### src/pkg/tws_consts.svh
`ifndef TWS_CONSTS_SVH
`define TWS_CONSTS_SVH

`define ADDR_CTRL      8'h00
`define ADDR_STATUS    8'h04
`define ADDR_MASK      8'h08
`define ADDR_TXDATA    8'h0c
`define ADDR_RXDATA    8'h10
`define ADDR_OWNADR    8'h14

`define CTRL_ENABLE    0
`define CTRL_MATCH_EN  1
`define CTRL_ACK       2
`define CTRL_STRETCH   3
`define CTRL_STRETCH_ON_ADDRESS_MATCH      4
`define CTRL_SLEEP     5

`define ST_THR         0
`define ST_RHR         1
`define ST_BTF         2
`define ST_NAK         3
`define ST_MATCH       4
`define ST_TRA         5
`define ST_REP         6
`define ST_STOP        7
`define ST_TRANSFER_COMPLETE       8
`define ST_WIDTH       9

`define OWNADR_RESET   7'h2a
`define WAKE_DELAY     4'h4

`endif

### src/pkg/tws_pkg.sv
package tws_pkg;

   typedef enum logic [2:0] {
      S_IDLE,
      S_WAKE,
      S_ADDR,
      S_RX,
      S_TX,
      S_ACK_TX,
      S_ACK_RX,
      S_IGNORE
   } phase_t;

   typedef struct packed {
      logic       psel;
      logic       penable;
      logic       pwrite;
      logic [7:0] paddr;
      logic [31:0] pwdata;
   } apb_req_t;

   typedef struct packed {
      logic        scl_oe_n;
      logic        sda_oe_n;
   } pin_drive_t;

endpackage

### src/core/two_wire_slave.sv
// Behaviour
// - start in sleep holds clock low
// - clock running releases stretch, receive byte
// - only slave clocked during wake byte
// - address match in sleep requests full wakeup
// - no match returns to previous sleep
// - byte sent clears thr, sets btf
// - ack after received byte from control
// - byte received sets rhr, btf
// - other slave address changes no flags
// - disabled match takes no action
// - enabled match sets flag, enters direction
// - direction flag one cycle after match
// - stretch after address ack until cleared
// - repeated start sets rep only
// - stop sets stop and transfer_complete
`include "tws_consts.svh"
module two_wire_slave (
   input  wire logic        sys_clk_i,
   input  wire logic        resetn_i,
   input  wire logic        psel_i,
   input  wire logic        penable_i,
   input  wire logic        pwrite_i,
   input  wire logic [7:0]  paddr_i,
   input  wire logic [31:0] pwdata_i,
   output logic      [31:0] prdata_o,
   output logic             pready_o,
   output logic             pslverr_o,
   input  wire logic        scl_i,
   input  wire logic        sda_i,
   output logic             scl_oe_n_o,
   output logic             sda_oe_n_o,
   input  wire logic        clock_running_i,
   output logic             clock_request_o,
   output logic             wake_request_o,
   output logic             partial_clock_o,
   output logic             irq_o
);

   typedef struct packed {
      tws_pkg::phase_t        phase;
      logic [5:0]             ctrl;
      logic [`ST_WIDTH-1:0]   status;
      logic [`ST_WIDTH-1:0]   mask;
      logic [7:0]             txdata;
      logic [7:0]             rxdata;
      logic [6:0]             own_adr;
      logic [7:0]             shift;
      logic [3:0]             bitcnt;
      logic                   addressed;
      logic                   tra_pend;
      logic                   tra_val;
      logic                   rx_dir;
      logic                   sleep_wake;
      logic                   scl_prev;
      logic                   sda_prev;
      logic                   scl_hold;
      logic                   sda_low;
      logic                   clk_req;
      logic                   wake_req;
      logic                   part_clk;
      logic                   irq;
      logic [31:0]            prdata;
      logic                   pready;
      logic                   pslverr;
   } state_t;

   state_t st_reg;
   state_t st_next;
   logic [1:0] pins_sync;
   logic       scl_s;
   logic       sda_s;
   logic       scl_rise;
   logic       scl_fall;
   logic       start_ev;
   logic       stop_ev;
   logic       acc;
   logic       last_bit;

   sync_2ff #(
      .WIDTH (2)
   ) u_sync (
      .sys_clk_i (sys_clk_i),
      .resetn_i  (resetn_i),
      .d_i       ({scl_i, sda_i}),
      .q_o       (pins_sync)
   );

   assign scl_s    = pins_sync[1];
   assign sda_s    = pins_sync[0];
   assign scl_rise = scl_s & ~st_reg.scl_prev;
   assign scl_fall = ~scl_s & st_reg.scl_prev;
   assign start_ev = scl_s & st_reg.scl_prev & st_reg.sda_prev & ~sda_s;
   assign stop_ev  = scl_s & st_reg.scl_prev & ~st_reg.sda_prev & sda_s;
   assign acc      = psel_i & penable_i & ~st_reg.pready;
   assign last_bit = st_reg.bitcnt == 4'h7;

   function automatic logic hit(input logic [7:0] a, input logic [7:0] off);
      hit = a == off;
   endfunction

   ////////////////////////////////////////////////////////////////////////
   always_comb
   begin
      st_next          = st_reg;
      st_next.scl_prev = scl_s;
      st_next.sda_prev = sda_s;
      st_next.pready   = 1'b0;
      st_next.pslverr  = 1'b0;

      // read clears first, so events further down win
      if (acc && !pwrite_i && hit(paddr_i, `ADDR_STATUS))
      begin
         st_next.status          = '0;
         st_next.status[`ST_THR] = st_reg.status[`ST_THR];
         st_next.status[`ST_TRA] = st_reg.status[`ST_TRA] &
                                   st_reg.addressed;
      end
      else if (acc && !pwrite_i && hit(paddr_i, `ADDR_RXDATA))
         st_next.status[`ST_RHR] = 1'b0;

      // transfer direction lags the match bit by one cycle
      if (st_reg.tra_pend)
      begin
         st_next.status[`ST_TRA] = st_reg.tra_val;
         st_next.tra_pend        = 1'b0;
      end

      if (!st_reg.ctrl[`CTRL_ENABLE])
      begin
         st_next.phase    = tws_pkg::S_IDLE;
         st_next.scl_hold = 1'b0;
         st_next.sda_low  = 1'b0;
      end
      else if (stop_ev)
      begin
         if (st_reg.addressed)
         begin
            st_next.status[`ST_STOP]  = 1'b1;
            st_next.status[`ST_TRANSFER_COMPLETE] = 1'b1;
         end
         st_next.addressed = 1'b0;
         st_next.sda_low   = 1'b0;
         st_next.phase     = tws_pkg::S_IDLE;
      end
      else if (start_ev)
      begin
         if (st_reg.addressed)
            st_next.status[`ST_REP] = 1'b1;
         st_next.addressed = 1'b0;
         st_next.bitcnt    = 4'h0;
         st_next.sda_low   = 1'b0;
         if (st_reg.ctrl[`CTRL_SLEEP] && !clock_running_i)
         begin
            st_next.scl_hold   = 1'b1;
            st_next.clk_req    = 1'b1;
            st_next.part_clk   = 1'b1;
            st_next.sleep_wake = 1'b1;
            st_next.phase      = tws_pkg::S_WAKE;
         end
         else
            st_next.phase = tws_pkg::S_ADDR;
      end
      else
      begin
         case (st_reg.phase)
            tws_pkg::S_IDLE:
               st_next.scl_hold = 1'b0;
            tws_pkg::S_WAKE:
               if (clock_running_i)
               begin
                  st_next.scl_hold = 1'b0;
                  st_next.phase    = tws_pkg::S_ADDR;
               end
            tws_pkg::S_ADDR:
               if (scl_rise)
               begin
                  st_next.shift  = {st_reg.shift[6:0], sda_s};
                  st_next.bitcnt = st_reg.bitcnt + 4'h1;
               end
               else if (scl_fall && st_reg.bitcnt == 4'h8)
               begin
                  st_next.bitcnt = 4'h0;
                  if (st_reg.shift[7:1] == st_reg.own_adr &&
                      st_reg.ctrl[`CTRL_MATCH_EN])
                  begin
                     st_next.status[`ST_MATCH] = 1'b1;
                     st_next.tra_pend  = 1'b1;
                     st_next.tra_val   = st_reg.shift[0];
                     st_next.rx_dir    = ~st_reg.shift[0];
                     st_next.addressed = 1'b1;
                     st_next.sda_low   = 1'b1;
                     st_next.phase     = tws_pkg::S_ACK_RX;
                     if (st_reg.sleep_wake)
                     begin
                        st_next.wake_req   = 1'b1;
                        st_next.part_clk   = 1'b0;
                        st_next.sleep_wake = 1'b0;
                     end
                  end
                  else
                  begin
                     // foreign or disabled address: flags untouched
                     st_next.phase = tws_pkg::S_IGNORE;
                     if (st_reg.sleep_wake)
                     begin
                        st_next.clk_req    = 1'b0;
                        st_next.part_clk   = 1'b0;
                        st_next.sleep_wake = 1'b0;
                     end
                  end
               end
            tws_pkg::S_ACK_RX:
               // address ack or data ack driven by us
               if (scl_fall)
               begin
                  st_next.sda_low = 1'b0;
                  if (st_reg.ctrl[`CTRL_STRETCH] &&
                      st_reg.ctrl[`CTRL_STRETCH_ON_ADDRESS_MATCH] &&
                      st_reg.status[`ST_MATCH])
                     st_next.scl_hold = 1'b1;
                  if (st_reg.rx_dir)
                     st_next.phase = tws_pkg::S_RX;
                  else
                  begin
                     st_next.phase   = tws_pkg::S_TX;
                     st_next.shift   = st_reg.txdata;
                     st_next.sda_low = ~st_reg.txdata[7];
                  end
               end
            tws_pkg::S_RX:
               if (!st_reg.status[`ST_MATCH] || !st_reg.scl_hold)
               begin
                  st_next.scl_hold = 1'b0;
                  if (scl_rise)
                  begin
                     st_next.shift  = {st_reg.shift[6:0], sda_s};
                     st_next.bitcnt = st_reg.bitcnt + 4'h1;
                  end
                  else if (scl_fall && st_reg.bitcnt == 4'h8)
                  begin
                     st_next.bitcnt           = 4'h0;
                     st_next.rxdata           = st_reg.shift;
                     st_next.status[`ST_RHR]  = 1'b1;
                     st_next.status[`ST_BTF]  = 1'b1;
                     st_next.sda_low = st_reg.ctrl[`CTRL_ACK];
                     st_next.phase   = tws_pkg::S_ACK_RX;
                  end
               end
            tws_pkg::S_TX:
               if (!st_reg.status[`ST_MATCH] || !st_reg.scl_hold)
               begin
                  st_next.scl_hold = 1'b0;
                  if (scl_fall)
                  begin
                     st_next.bitcnt = st_reg.bitcnt + 4'h1;
                     st_next.shift  = {st_reg.shift[6:0], 1'b1};
                     if (last_bit)
                     begin
                        st_next.status[`ST_THR] = 1'b0;
                        st_next.status[`ST_BTF] = 1'b1;
                        st_next.sda_low = 1'b0;  // master acks here
                        st_next.phase   = tws_pkg::S_ACK_TX;
                     end
                     else
                        st_next.sda_low = ~st_reg.shift[6];
                  end
               end
            tws_pkg::S_ACK_TX:
               if (scl_rise)
               begin
                  st_next.status[`ST_NAK] = sda_s;
                  st_next.bitcnt          = 4'h0;
               end
               else if (scl_fall)
               begin
                  if (st_reg.status[`ST_NAK])
                     st_next.phase = tws_pkg::S_IGNORE;
                  else
                  begin
                     st_next.shift   = st_reg.txdata;
                     st_next.sda_low = ~st_reg.txdata[7];
                     st_next.phase   = tws_pkg::S_TX;
                  end
               end
            default:
               st_next.sda_low = 1'b0;
         endcase
      end

      // drop clock request once running normally; wake request stays set
      if (st_reg.wake_req && clock_running_i && !st_reg.sleep_wake)
         st_next.clk_req = 1'b0;

      // apb slave: one wait state, reads of status clear it except thr, and tra while addressed
      if (acc)
      begin
         st_next.pready = 1'b1;
         st_next.prdata = 32'h0000_0000;
         if (pwrite_i)
         begin
            if (hit(paddr_i, `ADDR_CTRL))
               st_next.ctrl = pwdata_i[5:0];
            else if (hit(paddr_i, `ADDR_MASK))
               st_next.mask = pwdata_i[`ST_WIDTH-1:0];
            else if (hit(paddr_i, `ADDR_TXDATA))
            begin
               st_next.txdata          = pwdata_i[7:0];
               st_next.status[`ST_THR] = 1'b1;
            end
            else if (hit(paddr_i, `ADDR_OWNADR))
               st_next.own_adr = pwdata_i[6:0];
            else if (!hit(paddr_i, `ADDR_STATUS) &&
                     !hit(paddr_i, `ADDR_RXDATA))
               st_next.pslverr = 1'b1;
         end
         else
         begin
            if (hit(paddr_i, `ADDR_CTRL))
               st_next.prdata = {26'h0, st_reg.ctrl};
            else if (hit(paddr_i, `ADDR_STATUS))
               st_next.prdata = {23'h0, st_reg.status};
            else if (hit(paddr_i, `ADDR_MASK))
               st_next.prdata = {23'h0, st_reg.mask};
            else if (hit(paddr_i, `ADDR_TXDATA))
               st_next.prdata = {24'h0, st_reg.txdata};
            else if (hit(paddr_i, `ADDR_RXDATA))
               st_next.prdata = {24'h0, st_reg.rxdata};
            else if (hit(paddr_i, `ADDR_OWNADR))
               st_next.prdata = {25'h0, st_reg.own_adr};
            else
               st_next.pslverr = 1'b1;
         end
      end

      st_next.irq = |(st_next.status & st_next.mask &
                      ~(`ST_WIDTH'(1) << `ST_TRA));
   end

   ////////////////////////////////////////////////////////////////////////
   always_ff @(posedge sys_clk_i or negedge resetn_i)
   begin
      if (!resetn_i)
      begin
         st_reg          <= '0;
         st_reg.phase    <= tws_pkg::S_IDLE;
         st_reg.own_adr  <= `OWNADR_RESET;
         st_reg.scl_prev <= 1'b1;
         st_reg.sda_prev <= 1'b1;
      end
      else
         st_reg <= st_next;
   end

   assign prdata_o        = st_reg.prdata;
   assign pready_o        = st_reg.pready;
   assign pslverr_o       = st_reg.pslverr;
   assign scl_oe_n_o      = ~st_reg.scl_hold;
   assign sda_oe_n_o      = ~st_reg.sda_low;
   assign clock_request_o = st_reg.clk_req;
   assign wake_request_o  = st_reg.wake_req;
   assign partial_clock_o = st_reg.part_clk;
   assign irq_o           = st_reg.irq;

endmodule

### src/core/sync_2ff.sv
module sync_2ff #(
   parameter int WIDTH = 2
)(
   input  wire logic             sys_clk_i,
   input  wire logic             resetn_i,
   input  wire logic [WIDTH-1:0] d_i,
   output logic      [WIDTH-1:0] q_o
);
   logic [WIDTH-1:0] meta_reg;

   always_ff @(posedge sys_clk_i or negedge resetn_i)
   begin
      if (!resetn_i)
      begin
         meta_reg <= '1;
         q_o      <= '1;
      end
      else
      begin
         meta_reg <= d_i;
         q_o      <= meta_reg;
      end
   end
endmodule

### config.mk
export PLATFORM = sky130hd
export DESIGN_NAME = two_wire_slave
export DESIGN_NICKNAME = d
export VERILOG_FILES = /design/src/pkg/tws_pkg.sv /design/src/core/two_wire_slave.sv /design/src/core/sync_2ff.sv
export VERILOG_INCLUDE_DIRS = /design/src /design/src/pkg
export SDC_FILE = /design/constraint.sdc
export NUM_CORES = 1
export LEC_CHECK = 0
export ABC_CLOCK_PERIOD_IN_PS = 2200
export BUFFER_PORTS_ARGS = -buffer_cell sky130_fd_sc_hd__clkbuf_2
export CAP_MARGIN = 20
export CORE_MARGIN = 1.5
export CORE_UTILIZATION = 56
export DETAILED_ROUTE_END_ITERATION = 10
export PLACE_DENSITY_LB_ADDON = 0.08
export SLEW_MARGIN = 30
export SYNTH_ARGS = -nofsm -noshare
export SYNTH_HDL_FRONTEND = slang
export SYNTH_SLANG_ARGS = --single-unit
export TNS_END_PERCENT = 10
### constraint.sdc
create_clock -name sys_clk_i -period 2.2 [get_ports sys_clk_i]
set_input_delay 0.44 -clock sys_clk_i [delete_from_list [all_inputs] [get_ports sys_clk_i]]
set_output_delay 0.44 -clock sys_clk_i [all_outputs]
set_load 0.005 [all_outputs]
==> impl_metrics.ini <==
[status]
status = finished, final reports clean

[floorplan]
die_h_microns = 97.7
coreArea_sq_um = 8720
initial_utilization = 0.576
fp.dieW_microns = 97.7
dieArea_sq_um = 9550
pin_count = 88
rows = 34

[timing]
fmax_ghz = 0.461
rsz0062_at_grt = yes
period_minus_slack_ns = 2.17
setup_violations = 0
maxSlewViolCount = 0
tns_ns = 0
post-route-period-util = 0.985
fin_skew_ns = 0.0150
setup_ws_ns = 0.0319
hold_viol_final = 0

[worst_setup_path]
arrival_ns = 2.40
critPathRequiredTime_ns = 2.43
reg2reg_depth = 7
path_max_fanout = 2
cp-end-kind = flip-flop
path_cells = nor2b_1, nand3_1, o41ai_2, buf_4, o21ai_0, a2111oi_2, nand4_1
critPathKind = flip-flop to flip-flop
max_stage_delay_ns = 0.53
r2r_slack_ns = 0.03
cp-start-kind = flip-flop
slowest_stage = dfstp_2
r2r_end = irq_o$_DFF_PN0_
r2r-start = st_reg[41]$_DFF_PN1_

[route]
drt-initial-drc-count = 192
detail-route-antenna-nets = 0
routed_via_density = 5.74
first_pass_iters = 5
route.detailed.wl_per_inst_microns = 18.3
dr_total_vias = 3872
drc = 0
routed_wl_mm = 12.3

[synthesis]
synth.distinct_cells = 60
yosysWarnings = 0
avgSynthCellArea_sq_um = 10.3
yosysSeqAreaShare = 0.450
synth_edf_count = 0
syn_area_sq_um = 5020
async_flop_share = 1.00
syn-instance-count = 490
ys.flop_type = dfrtp_1
synth_seq_cells = 90

[clocking]
clkSinkCount = 90
clockRootBuffer = clkbuf_8
cts_tree = yes
clockBufferDepth = 2
numCtsBuffers = 9
clk_pin_slew_ns = 0.10
insertion_delay_ns = 0.36
htreeDepth = 3

[power_and_ir_drop]
ir_drop_mv = 0.403
p_per_area_nw_per_um2 = 529
power.leakage_nw = 2.88
switching_share = 0.271
seqPwrFrac = 0.559
p_sw_mw = 0.819
clkPwrFrac = 0.366
combPwrFrac = 0.075
p_int_mw = 2.21

[layout]
antenna_cells = 0
area_delta_synth_final_pct = 13.7
largest_reg_flops = 69
drive_above_1_share = 0.314
final_nets = 611

[grt]
antenna_found_initial = 0
gr-usage-all-layers = 0.273
overflow = 0
grt_max_degree = 40
grt_pass1_wl_mm = 20.2
grt_pass1_vias = 3831

[place]
pre_cts_slack_ns = -0.0834
dp_hpwl_mm = 9.30
port_buffers = 41
gp_congestion = 0.927

[hold_path]
hold_path.class = input port to asynchronous set/reset pin

[job]
cap_violations = 0
==> worst max-delay path: cells and delay by family, from the launching register on <==
kind                   cells  cell delay (ns)
AND/OR/NAND/NOR            3             0.47
AO/OA/AOI/OAI              3             0.86
buffers and inverters      1             0.16
flip-flops                 1             0.53
==> cell usage in the layout (no fill, tap or decap), drive strengths merged, types with 3 or more instances in the layout <==
cell	n
dfrtp	81
buf	51
clkbuf	49
mux2	43
nand2	38
nor2	38
o21ai	32
a21oi	26
mux2i	24
conb	23
inv	18
a21o	12
o31ai	11
dfstp	9
nand3	8
xor2	8
nand2b	8
nand3b	7
nand4	7
or2	5
a31oi	5
nor2b	5
and2	4
o22a	4
or3	4
nor4	4
nor3	4
nor3b	3
a21boi	3
clkinv	3
==> logic make-up (layout without fill, tap and decap cells) <==
kind of cell / count (synthesis) / after routing / synth area share
DFF: 90 / 90 / 0.450
buffers and inverters: 67 / 121 / 0.0817
other: 1 / 23 / 0.000746
adders and majority gates: 2 / 2 / 0.00498
and+or+nand+nor: 141 / 141 / 0.151
muxes: 67 / 67 / 0.146
xor gates and xnor gates: 10 / 10 / 0.0174
AOI/OAI and AO/OA: 112 / 112 / 0.148
==> how the worst max path moves through the flow <==
stage                                 from                endpoint  slack (ns)
floorplan           st_reg[60]$_DFFE_PN1P_  st_reg[44]$_DFFE_PN0P_        0.23
global placement                paddr_i[1]         irq_o$_DFF_PN0_       -0.02
detailed placement              paddr_i[1]         irq_o$_DFF_PN0_       -0.08
CTS                 st_reg[60]$_DFFE_PN1P_  st_reg[43]$_DFFE_PN0P_        0.02
global route          st_reg[41]$_DFF_PN1_         irq_o$_DFF_PN0_       -0.04
finish                st_reg[41]$_DFF_PN1_         irq_o$_DFF_PN0_        0.03
==> power by group through the flow <==
| stage | sequential [mW] | clock, mW | combinational [mW] |
|---|---|---|---|
| floorplan | 1.72 | 0 | 0.135 |
| global placement | 1.72 | 0 | 0.219 |
| detailed placement | 1.72 | 0 | 0.224 |
| CTS | 1.69 | 1.13 | 0.224 |
| global route | 1.69 | 1.20 | 0.251 |
| finish | 1.69 | 1.11 | 0.226 |
==> per-layer routing <==
metal | vias to the layer above | share of wire | global-route usage
met1 | 1882 | 0.48 | 0.401
met5 | - | 0 | 0
met3 | 18 | 0.053 | 0.0482
met4 | 0 | 0.018 | 0.0879
li1 | 1843 | - | -
met2 | 129 | 0.45 | 0.416
==> synthesized netlist by cell type, types with 2 or more instances <==
library cell	count	share of area
mux2_4	2	0.0060
xor2_1	8	0.014
nand4_1	6	0.0075
a22o_1	2	0.0035
nand3b_1	7	0.010
ha_1	2	0.0050
a21o_1	12	0.018
mux2_2	41	0.092
nand3_1	8	0.0080
o21ai_0	32	0.032
dfstp_2	9	0.047
a31oi_1	5	0.0062
o31ai_1	11	0.016
buf_4	33	0.049
nor2b_1	5	0.0062
mux2i_1	24	0.048
and4b_1	2	0.0040
nand2b_1	7	0.0087
or2_2	5	0.0062
a21boi_0	2	0.0030
nor3_4	2	0.0065
nand2_1	38	0.028
a21oi_1	26	0.026
o22a_1	4	0.0070
inv_1	12	0.0090
buf_6	3	0.0067
dfrtp_1	81	0.40
clkbuf_1	7	0.0052
nor3b_1	3	0.0045
buf_2	10	0.010
o41ai_1	2	0.0035
nor2_1	38	0.028
nor4_1	3	0.0037
and2_1	4	0.0050
nor3_1	2	0.0020
o32ai_1	2	0.0035
a221oi_1	2	0.0035
xnor2_1	2	0.0035
a32o_1	2	0.0040
or3_1	4	0.0050
==> layout make-up <==
| cell class | count | area, sq um |
|---|---|---|
| fillers | 728 | 3010 |
| multi-input cells | 355 | 2460 |
| flip-flops and latches | 90 | 2260 |
| repair buffers | 91 | 608 |
| well taps | 108 | 135 |
| clock buffers | 9 | 124 |
| clock inverters | 7 | 68.8 |
| inverters | 14 | 52.6 |
==> stage by stage <==
step	hold slack, ns	utilization	cell area (sq um)	cells	power, mW
6_report	0.0199	0.655	5710	674	3.03
2_1_floorplan	0.144	-	5110	512	1.86
4_1_cts	0.0272	0.652	5690	673	3.05
3_3_place_gp	0.347	0.629	5490	657	1.94
5_1_grt	0.0475	0.655	5710	674	3.15
3_5_place_dp	0.347	0.629	5490	657	1.95
==> timing repair <==
action | 4_1_cts | 5_1_grt
hold buffers | 0 | 0
buffers inserted | 0 | 1
setup endpoints to repair | 1 | 10
pin swaps | 0 | 3
gates resized for setup | 1 | 5
Power figures use the tool's default switching activity.
